`src/gio_defs.svh`:
```
// register offsets, field positions, reset values and vector bases of the port
`ifndef GIO_DEFS_SVH
`define GIO_DEFS_SVH
`define GIO_A_DIR 5'h00
`define GIO_A_DIRSET 5'h01
`define GIO_A_DIRCLR 5'h02
`define GIO_A_DIRTGL 5'h03
`define GIO_A_OUT 5'h04
`define GIO_A_OUTSET 5'h05
`define GIO_A_OUTCLR 5'h06
`define GIO_A_OUTTGL 5'h07
`define GIO_A_IN 5'h08
`define GIO_A_INTMASK0 5'h09
`define GIO_A_INTMASK1 5'h0A
`define GIO_A_INTFLAGS 5'h0B
`define GIO_A_MULTIMASK 5'h0C
`define GIO_A_MULTICFG 5'h0D
`define GIO_A_CTRL 5'h0E
`define GIO_A_EVSEL 5'h0F
`define GIO_A_VECBASE 5'h10
`define GIO_A_PINCFG0 5'h18
`define GIO_CTRL_SYNC 0
`define GIO_CTRL_ROUTE_LO 1
`define GIO_CTRL_REMAP 3
`define GIO_CTRL_RST 4'h1
`define GIO_OE_RST 8'hFF
`define GIO_ROUTE_NONE 2'h0
`define GIO_ROUTE_PCLK 2'h1
`define GIO_ROUTE_RTC 2'h2
`define GIO_ROUTE_EVENT 2'h3
`define GIO_SENSE_BOTH 2'h0
`define GIO_SENSE_RISE 2'h1
`define GIO_SENSE_FALL 2'h2
`define GIO_SENSE_LOW 2'h3
`define GIO_DRV_TOTEM 3'h0
`define GIO_DRV_TOTEM_PD 3'h1
`define GIO_DRV_TOTEM_PU 3'h2
`define GIO_DRV_KEEPER 3'h3
`define GIO_DRV_WOR 3'h4
`define GIO_DRV_WOR_PD 3'h5
`define GIO_DRV_WAND 3'h6
`define GIO_DRV_WAND_PU 3'h7
`define GIO_PORT_C 2'h0
`define GIO_PORT_R 2'h1
`define GIO_PORT_B 2'h2
`define GIO_VEC_C 8'h04
`define GIO_VEC_R 8'h08
`define GIO_VEC_B 8'h44
`endif

```
`src/gio_pkg.sv`:
```
// types shared by the port modules
package gio_pkg;
  typedef struct packed {
    logic inv;
    logic [2:0] drive;
    logic [1:0] sense;
  } gio_pcfg_t;

  typedef struct packed {
    logic [7:0] dir;
    logic [7:0] outv;
    logic [7:0] m0;
    logic [7:0] m1;
    logic [7:0] flags;
    logic [7:0] multi;
    logic [3:0] ctrl;
    logic [1:0] evsel;
    gio_pcfg_t [7:0] pcfg;
    logic [7:0] rdata;
    logic [7:0] pin_out;
    logic [7:0] oe_n;
    logic [7:0] pu;
    logic [7:0] pd;
    logic [7:0] ev_out;
    logic irq0;
    logic irq1;
    logic wake;
    logic clk_div;
    logic [2:0] rtc_s;
    logic rtc_stab;
  } gio_top_t;
endpackage : gio_pkg

```
`src/gio_io_if.sv`:
```
// carrier between the core, the input synchroniser and the sense logic
interface gio_io_if;
  import gio_pkg::*;
  logic [7:0] s3;
  logic [7:0] stab;
  logic [7:0] hit;
  gio_pcfg_t [7:0] cfg;
  logic async_mode;
  modport sync_mp (output s3, output stab);
  modport sense_mp (input s3, input stab, input cfg, input async_mode,
    output hit);
  modport core_mp (input stab, input hit, output cfg, output async_mode);
endinterface : gio_io_if

```
`src/gio_sync.sv`:
```
// three-stage pin synchroniser with agreement filter
module gio_sync (
  input wire logic clock, // peripheral clock
  input wire logic rst_n, // synchronised reset
  input wire logic clk_en, // freezes state when low
  input wire logic [7:0] pin_in, // raw pin levels
  gio_io_if.sync_mp io // synchronised levels out
);
  typedef struct packed {
    logic [7:0] s1;
    logic [7:0] s2;
    logic [7:0] s3;
    logic [7:0] stab;
  } gio_sync_t;
  gio_sync_t st_ff;
  gio_sync_t nxt_st;

  always_comb begin
    nxt_st = st_ff;
    if (clk_en) begin
      nxt_st.s1 = pin_in;
      nxt_st.s2 = st_ff.s1;
      nxt_st.s3 = st_ff.s2;
      // a bit moves only once stages two and three agree
      nxt_st.stab = ((st_ff.s2 ^ st_ff.s3) & st_ff.stab) |
        (~(st_ff.s2 ^ st_ff.s3) & st_ff.s3);
    end
  end

  always_ff @(posedge clock or negedge rst_n) begin
    if (!rst_n) begin
      st_ff <= '0;
    end else begin
      st_ff <= nxt_st;
    end
  end

  assign io.s3 = st_ff.s3;
  assign io.stab = st_ff.stab;
endmodule : gio_sync

```
`src/gio_sense.sv`:
```
// per-pin edge and level detection on the possibly inverted level
`include "gio_defs.svh"

module gio_sense (
  input wire logic clock, // peripheral clock
  input wire logic rst_n, // synchronised reset
  input wire logic clk_en, // freezes state when low
  gio_io_if.sense_mp io // levels in, hits out
);
  import gio_pkg::*;
  typedef struct packed {
    logic [7:0] prev;
    logic [7:0] hit;
  } gio_sense_t;
  gio_sense_t st_ff;
  gio_sense_t nxt_st;
  logic [7:0] val;
  logic [7:0] hit_c;

  genvar n;
  generate
    for (n = 0; n < 8; n++) begin : g_pin
      // async mode takes the earlier stage: shorter path, no filter
      assign val[n] = (io.async_mode ? io.s3[n] : io.stab[n]) ^
        io.cfg[n].inv;
      always_comb begin
        case (io.cfg[n].sense)
          `GIO_SENSE_BOTH: hit_c[n] = val[n] ^ st_ff.prev[n];
          `GIO_SENSE_RISE: hit_c[n] = val[n] & ~st_ff.prev[n];
          `GIO_SENSE_FALL: hit_c[n] = ~val[n] & st_ff.prev[n];
          default: hit_c[n] = ~val[n];
        endcase
      end
    end
  endgenerate

  always_comb begin
    nxt_st = st_ff;
    if (clk_en) begin
      nxt_st.prev = val;
      nxt_st.hit = hit_c;
    end
  end

  always_ff @(posedge clock or negedge rst_n) begin
    if (!rst_n) begin
      st_ff <= '0;
    end else begin
      st_ff <= nxt_st;
    end
  end

  assign io.hit = st_ff.hit;
endmodule : gio_sense

```
`src/gio_port.sv`:
```
// eight-pin general purpose port: registers, drivers, sensing, interrupts
//
// The strobed register port and the address map were chosen for this implementation.
`include "gio_defs.svh"

// What this block does
// - eight pins, 0 to 7, each input or output with own driver, pulls.
// - per-pin sensing on both, rising, falling edge or low level.
// - two interrupt requests, each with its own per-pin mask.
// - asynchronous pin change sensing raises a wake request.
// - toggle, clear and set locations change only the written ones.
// - changing one pin's direction never alters another pin's.
// - one write configures every pin selected by a pin mask.
// - bus-keeper weakly holds the last level, pulling up or down.
// - inverted pins are inverted before input sensing.
// - sensing is synchronous with the CTRL sync bit set, else async.
// - enabled alternate functions override direction and output value.
// - driver is totem-pole, wired-AND, wired-OR or keeper, invertible.
// - optional pulls on inputs, wired-OR pull-down, wired-AND pull-up.
// - half the peripheral clock or the real-time clock can drive a pin.
// - a chosen event channel can drive a pin.
// - peripheral signals can move to an alternative pin set.
// - interrupt vector bases are 0x004, 0x008 and 0x044 per port.
module gio_port #(
  parameter logic [1:0] PORT_SEL = `GIO_PORT_C // which port this is
) (
  input wire logic clock, // 100 MHz peripheral clock
  input wire logic arst_n, // asynchronous reset
  input wire logic clk_en, // freezes all state but the reset synchroniser when low
  input wire logic [4:0] reg_addr, // register index
  input wire logic [7:0] reg_wdata, // write data
  input wire logic reg_wr, // write strobe
  input wire logic reg_rd, // read strobe
  output logic [7:0] reg_rdata, // read data, cycle after read strobe
  input wire logic [7:0] pin_in, // pin levels
  output logic [7:0] pin_out, // pin drive values
  output logic [7:0] pin_oe_n, // low while the pin is driven
  output logic [7:0] pull_up_en, // weak pull-up on
  output logic [7:0] pull_dn_en, // weak pull-down on
  input wire logic [7:0] alt_en, // peripheral owns the pin
  input wire logic [7:0] alt_dir, // peripheral direction
  input wire logic [7:0] alt_out, // peripheral output value
  input wire logic rtc_clk_in, // real-time counter clock
  input wire logic [3:0] ev_chan, // event system channels
  output logic [7:0] event_out, // sense hits, one cycle per edge, held while a low level lasts
  output logic irq0, // port interrupt request 0
  output logic irq1, // port interrupt request 1
  output logic wake // asynchronous pin change wake request
);
  import gio_pkg::*;

  //////////////////////////////////////////////////////////////////////////
  logic [1:0] rst_q;
  logic rst_n;

  always_ff @(posedge clock or negedge arst_n) begin
    if (!arst_n) begin
      rst_q <= 2'h0;
    end else begin
      rst_q <= {rst_q[0], 1'b1};
    end
  end
  assign rst_n = rst_q[1];

  //////////////////////////////////////////////////////////////////////////
  gio_io_if io ();
  gio_top_t st_ff;
  gio_top_t nxt_st;

  gio_sync u_sync (
    .clock(clock),
    .rst_n(rst_n),
    .clk_en(clk_en),
    .pin_in(pin_in),
    .io(io.sync_mp)
  );

  gio_sense u_sense (
    .clock(clock),
    .rst_n(rst_n),
    .clk_en(clk_en),
    .io(io.sense_mp)
  );

  assign io.cfg = st_ff.pcfg;
  assign io.async_mode = ~st_ff.ctrl[`GIO_CTRL_SYNC];

  //////////////////////////////////////////////////////////////////////////
  logic [7:0] a_en;
  logic [7:0] a_dir;
  logic [7:0] a_out;
  logic [7:0] o_src;
  logic [7:0] d_src;
  logic [7:0] drv;
  logic [7:0] v;
  logic [7:0] pu_c;
  logic [7:0] pd_c;
  logic route_bit;
  logic [7:0] vec_base;

  // remap swaps the peripheral's pin groups
  assign a_en = st_ff.ctrl[`GIO_CTRL_REMAP] ? {alt_en[3:0], alt_en[7:4]}
    : alt_en;
  assign a_dir = st_ff.ctrl[`GIO_CTRL_REMAP] ? {alt_dir[3:0], alt_dir[7:4]}
    : alt_dir;
  assign a_out = st_ff.ctrl[`GIO_CTRL_REMAP] ? {alt_out[3:0], alt_out[7:4]}
    : alt_out;

  always_comb begin
    case (st_ff.ctrl[`GIO_CTRL_ROUTE_LO +: 2])
      `GIO_ROUTE_PCLK: route_bit = st_ff.clk_div;
      `GIO_ROUTE_RTC: route_bit = st_ff.rtc_stab;
      `GIO_ROUTE_EVENT: route_bit = ev_chan[st_ff.evsel];
      default: route_bit = st_ff.outv[7];
    endcase
  end

  always_comb begin
    case (PORT_SEL)
      `GIO_PORT_R: vec_base = `GIO_VEC_R;
      `GIO_PORT_B: vec_base = `GIO_VEC_B;
      default: vec_base = `GIO_VEC_C;
    endcase
  end

  genvar n;
  generate
    for (n = 0; n < 8; n++) begin : g_pin
      // clock, rtc and event routes share pin 7 ahead of the out register
      if (n == 7) begin : g_route
        assign o_src[n] = a_en[n] ? a_out[n] : route_bit;
      end else begin : g_plain
        assign o_src[n] = a_en[n] ? a_out[n] : st_ff.outv[n];
      end
      assign d_src[n] = a_en[n] ? a_dir[n] : st_ff.dir[n];
      assign v[n] = o_src[n] ^ st_ff.pcfg[n].inv;
      always_comb begin
        drv[n] = d_src[n];
        pu_c[n] = 1'b0;
        pd_c[n] = 1'b0;
        case (st_ff.pcfg[n].drive)
          `GIO_DRV_TOTEM: drv[n] = d_src[n];
          `GIO_DRV_TOTEM_PD: pd_c[n] = ~d_src[n];
          `GIO_DRV_TOTEM_PU: pu_c[n] = ~d_src[n];
          `GIO_DRV_KEEPER: begin
            // keeper follows the last level seen on the pin
            pu_c[n] = ~d_src[n] & io.stab[n];
            pd_c[n] = ~d_src[n] & ~io.stab[n];
          end
          `GIO_DRV_WOR: drv[n] = d_src[n] & v[n];
          `GIO_DRV_WOR_PD: begin
            drv[n] = d_src[n] & v[n];
            pd_c[n] = ~(d_src[n] & v[n]);
          end
          `GIO_DRV_WAND: drv[n] = d_src[n] & ~v[n];
          `GIO_DRV_WAND_PU: begin
            drv[n] = d_src[n] & ~v[n];
            pu_c[n] = ~(d_src[n] & ~v[n]);
          end
          default: drv[n] = d_src[n];
        endcase
      end

    end
  endgenerate

  //////////////////////////////////////////////////////////////////////////
  logic wr_hit;
  logic [7:0] cfg_sel;

  assign wr_hit = reg_wr && clk_en;

  always_comb begin
    // a single-pin location is a one-hot mask of the same write
    cfg_sel = 8'h00;
    if (reg_addr == `GIO_A_MULTICFG) begin
      cfg_sel = st_ff.multi;
    end else if (reg_addr[4:3] == `GIO_A_PINCFG0 >> 3) begin
      cfg_sel = 8'h01 << reg_addr[2:0];
    end
  end

  always_comb begin
    nxt_st = st_ff;
    if (clk_en) begin
      nxt_st.clk_div = ~st_ff.clk_div;
      nxt_st.rtc_s = {st_ff.rtc_s[1:0], rtc_clk_in};
      if (st_ff.rtc_s[1] == st_ff.rtc_s[2]) begin
        nxt_st.rtc_stab = st_ff.rtc_s[2];
      end
      // set wins over a write-one clear in the same cycle
      nxt_st.flags = st_ff.flags | io.hit;
      nxt_st.ev_out = io.hit;
      nxt_st.rdata = 8'h00;
      if (reg_rd) begin
        case (reg_addr)
          `GIO_A_DIR: nxt_st.rdata = st_ff.dir;
          `GIO_A_OUT: nxt_st.rdata = st_ff.outv;
          `GIO_A_IN: nxt_st.rdata = io.stab;
          `GIO_A_INTMASK0: nxt_st.rdata = st_ff.m0;
          `GIO_A_INTMASK1: nxt_st.rdata = st_ff.m1;
          `GIO_A_INTFLAGS: nxt_st.rdata = st_ff.flags;
          `GIO_A_MULTIMASK: nxt_st.rdata = st_ff.multi;
          `GIO_A_CTRL: nxt_st.rdata = {4'h0, st_ff.ctrl};
          `GIO_A_EVSEL: nxt_st.rdata = {6'h00, st_ff.evsel};
          `GIO_A_VECBASE: nxt_st.rdata = vec_base;
          default: begin
            if (reg_addr[4:3] == `GIO_A_PINCFG0 >> 3) begin
              nxt_st.rdata = {2'h0, st_ff.pcfg[reg_addr[2:0]]};
            end
          end
        endcase
      end
      if (reg_wr) begin
        case (reg_addr)
          `GIO_A_DIR: nxt_st.dir = reg_wdata;
          `GIO_A_DIRSET: nxt_st.dir = st_ff.dir | reg_wdata;
          `GIO_A_DIRCLR: nxt_st.dir = st_ff.dir & ~reg_wdata;
          `GIO_A_DIRTGL: nxt_st.dir = st_ff.dir ^ reg_wdata;
          `GIO_A_OUT: nxt_st.outv = reg_wdata;
          `GIO_A_OUTSET: nxt_st.outv = st_ff.outv | reg_wdata;
          `GIO_A_OUTCLR: nxt_st.outv = st_ff.outv & ~reg_wdata;
          `GIO_A_OUTTGL: nxt_st.outv = st_ff.outv ^ reg_wdata;
          `GIO_A_INTMASK0: nxt_st.m0 = reg_wdata;
          `GIO_A_INTMASK1: nxt_st.m1 = reg_wdata;
          `GIO_A_INTFLAGS: nxt_st.flags = (st_ff.flags & ~reg_wdata) |
            io.hit;
          `GIO_A_MULTIMASK: nxt_st.multi = reg_wdata;
          `GIO_A_CTRL: nxt_st.ctrl = reg_wdata[3:0];
          `GIO_A_EVSEL: nxt_st.evsel = reg_wdata[1:0];
          default: begin
            for (int k = 0; k < 8; k++) begin
              if (cfg_sel[k]) begin
                nxt_st.pcfg[k] = reg_wdata[5:0];
              end
            end
          end
        endcase
      end
      nxt_st.pin_out = v;
      nxt_st.oe_n = ~drv;
      nxt_st.pu = pu_c;
      nxt_st.pd = pd_c;
      nxt_st.irq0 = |(st_ff.flags & st_ff.m0);
      nxt_st.irq1 = |(st_ff.flags & st_ff.m1);
      // registered wake: no filter, reported while sensing is async
      nxt_st.wake = io.async_mode & |io.hit;
    end
  end

  always_ff @(posedge clock or negedge rst_n) begin
    if (!rst_n) begin
      st_ff <= '0;
      st_ff.oe_n <= `GIO_OE_RST;
      st_ff.ctrl <= `GIO_CTRL_RST;
    end else begin
      st_ff <= nxt_st;
    end
  end

  assign reg_rdata = st_ff.rdata;
  assign pin_out = st_ff.pin_out;
  assign pin_oe_n = st_ff.oe_n;
  assign pull_up_en = st_ff.pu;
  assign pull_dn_en = st_ff.pd;
  assign event_out = st_ff.ev_out;
  assign irq0 = st_ff.irq0;
  assign irq1 = st_ff.irq1;
  assign wake = st_ff.wake;
endmodule : gio_port

```
`config.mk`:
```
export PLATFORM = sky130hd
export DESIGN_NAME = gio_port
export DESIGN_NICKNAME = d
export VERILOG_FILES = /design/src/gio_pkg.sv /design/src/gio_io_if.sv /design/src/gio_sync.sv /design/src/gio_sense.sv /design/src/gio_port.sv
export VERILOG_INCLUDE_DIRS = /design/src
export SDC_FILE = /design/constraint.sdc
export NUM_CORES = 1
export LEC_CHECK = 0
export ABC_AREA = 1
export BUFFER_PORTS_ARGS = -buffer_cell sky130_fd_sc_hd__buf_4
export CELL_PAD_IN_SITES_DETAIL_PLACEMENT = 1
export CELL_PAD_IN_SITES_GLOBAL_PLACEMENT = 1
export CORE_MARGIN = 8
export CORE_UTILIZATION = 49
export DETAILED_ROUTE_END_ITERATION = 16
export PLACE_DENSITY = 0.95
export SYNTH_ARGS = -nofsm -noshare
export SYNTH_HDL_FRONTEND = slang
export SYNTH_SLANG_ARGS = --single-unit
```
`constraint.sdc`:
```
create_clock -name clock -period 9.9 [get_ports clock]
set_clock_uncertainty 0.2 [all_clocks]
set_input_delay 1.98 -clock clock [delete_from_list [all_inputs] [get_ports clock]]
set_output_delay 1.98 -clock clock [all_outputs]
set_load 0.1 [all_outputs]
```
### Yosys cells after proc, flatten, opt, wreduce, memory -nomap -nowiden

Index checks and enable logic that the tools add are counted.

| word-level totals | value |
|---|---|
| word-level logic and storage cells | 429 |
| output and inout port bits | 51 |
| register bits after elaboration | 208 |
| memories kept | 0 |
| ROM bits | 0 |
| bits in latches | 0 |
| bits of input ports | 55 |
| RAM bits | 0 |

| operators by class | value |
|---|---|
| mux-type cells | 85 |
| div/mod/pow operators | 0 |
| bitwise operators | 150 |
| order comparisons | 2 |
| equality and inequality tests | 93 |
| shifts and indexed selects | 1 |
| add/subtract/negate cells | 0 |
| multiply operators | 0 |
| reductions and logical operators | 47 |

Operators with widths:

| kind | number |
|---|---|
| $eq A3 B3 Y1 const B | 32 |
| $pmux W8 S10 | 1 |
| $pmux W1 S3 | 25 |
| $mux W70 | 1 |
| $mux W8 | 8 |
| $pmux W8 S4 | 2 |
| $mux W6 | 10 |
| $not A1 Y1 | 59 |
| $and A8 B8 Y8 | 7 |
| $and A1 B1 Y1 | 49 |
| $eq A3 B2 Y1 const B | 16 |
| $mux W48 | 1 |
| $eq A5 B4 Y1 const B | 8 |
| $or A8 B8 Y8 | 5 |
| $reduce_and A4 Y1 | 8 |
| $reduce_or A2 Y1 | 16 |
| $mux W1 | 25 |
| $eq A3 B1 Y1 const B | 8 |
| $not A8 Y8 | 3 |
| $reduce_or A8 Y1 | 3 |
| $xor A1 B1 Y1 | 24 |
| $xor A8 B8 Y8 | 3 |
| $eq A2 B2 Y1 const B | 11 |
| $reduce_and A3 Y1 | 7 |
| 19 further kinds | 46 |

### Depth between registers and ports, before layout

| depth | value |
|---|---|
| depth in word-level cells | 9 |
| depth in mapped cells | 14 |
| depth with buffers taken out | 13 |

### By module

A second synthesis with hierarchy kept.

| second synthesis, totals | value |
|---|---|
| cells, all modules | 1650 |
| area, all modules | 12741.0 sq um |

Modules (own cells, without submodules):

| module | cells an instance | seq. area each (sq um) | instances | area each (sq um) |
|---|---|---|---|---|
| gio_port | 1237 | 4015.1 | 1 | 9679.3 |
| gio_sense | 238 | 400.4 | 1 | 1576.5 |
| gio_sync | 175 | 800.8 | 1 | 1485.2 |

### Worst setup path after synthesis

Ideal clock, no wire load.

| timing path | value |
|---|---|
| kind | input to register |
| from | input reg_wdata[1] |
| to | register st_ff[151] in the netlist's numbering |
| path slack | 6.330 ns |
| path buffers | 1 |
| cell stages on the path | 9 |
| data arrival time | 3.234 ns |
| cell sequence | inv_1 buf_1 ha_1 nand2_1 o21ai_0 a21oi_1 o21ai_0 nand2_1 o21ai_0 |

| on the way | value |
|---|---|
| cells in the longest elaborated chain, start to end | 3 |
| elaborated cells between the ends (all ways) | 5 |

Ends and longest elaborated chain:

| item | line | source |
|---|---|---|
| from (decl) | gio_port.sv:31 | `input wire logic [7:0] reg_wdata,` |
| $not A8 Y8 | gio_port.sv:218 | `` `GIO_A_DIRCLR: nxt_st.dir = st_ff.dir & ~reg_wdata; `` |
| $and A8 B8 Y8 | gio_port.sv:218 |  |
| $pmux W8 S4 * | gio_port.sv:215 | `case (reg_addr)` |
| to (signal assigned) | gio_port.sv:257 | `st_ff <= nxt_st;` |
| to (decl) | gio_port.sv:67 | `gio_top_t st_ff;` |

Every way passes the cells marked *; elsewhere a longest branch is shown, timed or not.
A chain may end at the register's enable or synchronous reset.

### Worst setup path after layout

| timing path | value |
|---|---|
| from | input clk_en |
| to | register st_ff (netlist bit io.cfg[20]) |

| on the way | value |
|---|---|
| cells in the longest elaborated chain, start to end | 1 |

Ends and longest elaborated chain:

| item | line | source |
|---|---|---|
| from (decl) | gio_port.sv:29 | `input wire logic clk_en,` |
| $reduce_and A4 Y1 (no line) | -- |  |

Every way passes these cells.

==> impl_metrics.tcl <==
set metrics [dict create \
    synth-edff-count 0 \
    cts_hold_buf 0 \
    antenna_found_initial 2 \
    async_flop_share 1.00 \
    tns_ns 0 \
    clk_pin_slew_worst_paths_ns 0.06 \
    ys_warn_count 0 \
    post-cts-setup-buffer-count 0 \
    first_iter_violations 1166 \
    hpwl_um 30800 \
    rsz0062_at_grt "false" \
    synth_xor_area_frac 0.0155 \
    status "finished, final reports clean" \
    critPathKind "input pin to flop" \
    synthAdderAreaFrac 0.0506 \
    postRouteAntennaNets 0 \
    dr_wl_met3_um 3630 \
    core_um2 24000 \
    yosysSeqAreaShare 0.440 \
    wl_um 44400 \
    ioPinCount 106 \
    critPathArrivalTime_ns 4.35 \
    synthSimpleGateAreaFrac 0.198 \
    cts_made_buffers 24 \
    ir_drop_uv 137 \
    synth_top_area_frac 0.420 \
    grt_pass1_vias 12400 \
    p_leak_nw 6.39 \
    grt_pass1_wl_um 69000 \
    io_buffers 105 \
    nets 1628 \
    drv_cap 0 \
    wl_met1_um 16900 \
    synth_compound_area_frac 0.187 \
    gp_congestion 0.977 \
    stdcell_count 1867 \
    clock_path_buffers 3 \
    largest_register_ffs 59 \
    synthesis.nets 1592 \
    fillCellCount 2935 \
    synth-seq-cells 208 \
    maxSlewViolCount 0 \
    fmax_ghz 0.240 \
    topRoutingLayerUsed "met4" \
    synthMuxAreaShare 0.00337 \
    post-route-period-util 0.421 \
    areaGrowthSynthToFinish_pct 12.0 \
    grt.total_usage 0.303 \
    yosysTopAreaCell "dfrtp_1" \
    final_cell_mix "nand2_1 (404), dfrtp_1 (198), o21ai_0 (167), inv_1 (161), buf_4 (113)" \
    num_rows 57 \
    insertion_delay_ns 0.54 \
    hold_class "flop to flop" \
    cts_resized 0 \
    synth_top_family_by_area "simple AND/OR/NAND/NOR gates" \
    vias 11300 \
    setup_viol 0 \
    synthTopCellsByArea "dfrtp_1 (42%), nand2_1 (13%), o21ai_0 (7.0%), inv_1 (5.1%), ha_1 (5.1%)" \
    p_per_area_nw_per_um2 214 \
    fin_crit_ns 4.17 \
    grt_max_degree 78 \
    tightest_slew_ns 1.14 \
    dieWidth_um 172 \
    slew_headroom 0.239 \
    critPathCaptureType "flop" \
    antennaDiodeCount 0 \
    via_per_inst 6.06 \
    htree_num_levels 1 \
    design.die.area_um2 29500 \
    synth_cell_types 50 \
    hold_viol 0 \
    drive_above_1_share 0.147 \
    cts.sinks 208 \
    largest_register "st_ff" \
    layout_commonest_cell "nand2_1" \
    die_h_um 172 \
    grt_overflow 0 \
    start_util 0.494 \
    synth_area_um2 11900 \
    ys.flop_type "dfrtp_1" \
    drc 0 \
    syn_avg_cell_area_um2 7.97 \
    cts-root-buf "clkbuf_16" \
    startpoint_type "input pin" \
    dr.pass1.iters 5 \
    cp.required_ns 10.08 \
    cts_tree "built" \
    dpl.cell_count 1823 \
    wl_met2_um 21500 \
    synth_cells 1489 \
    crit_fanout 31 \
    wl_per_cell_um 23.8 \
]
==> through the flow <==
stage          utilization  worst slack (ns)  hold slack, ns  total power [mW]  area [um2]
2_1_floorplan            -              3.49           0.131              1.72       11900
3_3_place_gp         0.521              5.47           0.144              1.90       12500
3_5_place_dp         0.521              5.37           0.140              1.95       12500
4_1_cts              0.553              5.81           0.165              2.84       13300
5_1_grt              0.553              5.60           0.167              2.95       13300
6_report             0.553              5.73           0.163              2.84       13300
==> where the power goes <==
part / leakage [nW] / internal (mW) / switching (mW)
clock: 0.389 / 0.500 / 0.378
sequential: 2.62 / 0.984 / 0.150
combinational: 3.38 / 0.209 / 0.623
total: 6.39 / 1.69 / 1.15
==> metal layers <==
metal / vias to the layer above / track usage
li1: 4936 / -
met1: 5627 / 0.361
met2: 570 / 0.504
met3: 181 / 0.0638
met4: 0 / 0.167
met5: - / 0
==> worst max-delay path, stage by stage <==
cell     delay [ns]
buf_4          0.34
nand2_1        0.39
a21oi_1        0.26
nand4_2        0.15
nor3_4         0.39
nand2_1        0.48
nand2_1        0.26
o21ai_2        0.08
==> cell usage after synthesis, types with 31 or more instances <==
library cell and count:
clkbuf_1 31, nand3_1 40, o21ai_2 34, dfrtp_1 199, nor2_1 70, a21oi_1 51
ha_1 48, inv_1 162, nand2_1 404, o211ai_1 32, buf_4 55, o21ai_0 167
==> cell type report <==
type                            instances  area (um2)  area share
Sequential cell                       208        5220       0.393
Inverter                              172         646      0.0486
Clock inverter                          9        60.1     0.00452
Tap cell                              324         405      0.0305
Timing Repair Buffer                  113         848      0.0638
Clock buffer                           35         712      0.0536
Multi-Input combinational cell       1006        5400       0.406
==> cells by family (layout without fill, tap and decap cells) <==
kind of cell	Yosys count	in the layout
other cells	1	1
buf+inv	275	329
fa+ha+maj	48	48
flops	208	208
xor+xnor	21	21
simple gates	565	565
compound gates	367	367
mux	4	4
==> final timing paths <==
path,start,end,slack [ns],cells past startpoint
min in group asynchronous,rst_q[1],st_ff[156],0.21,0
setup / recovery,clk_en,io.cfg[20],5.73,8
max in group asynchronous,rst_q[1],pin_out[7],6.87,2
hold / removal,rst_q[0],rst_q[1],0.16,0
hold reg to reg,rst_q[0],rst_q[1],0.16,0
setup reg to reg,rst_q[1],pin_out[7],6.87,2
Note: power is estimated with default switching activity, not from simulation.
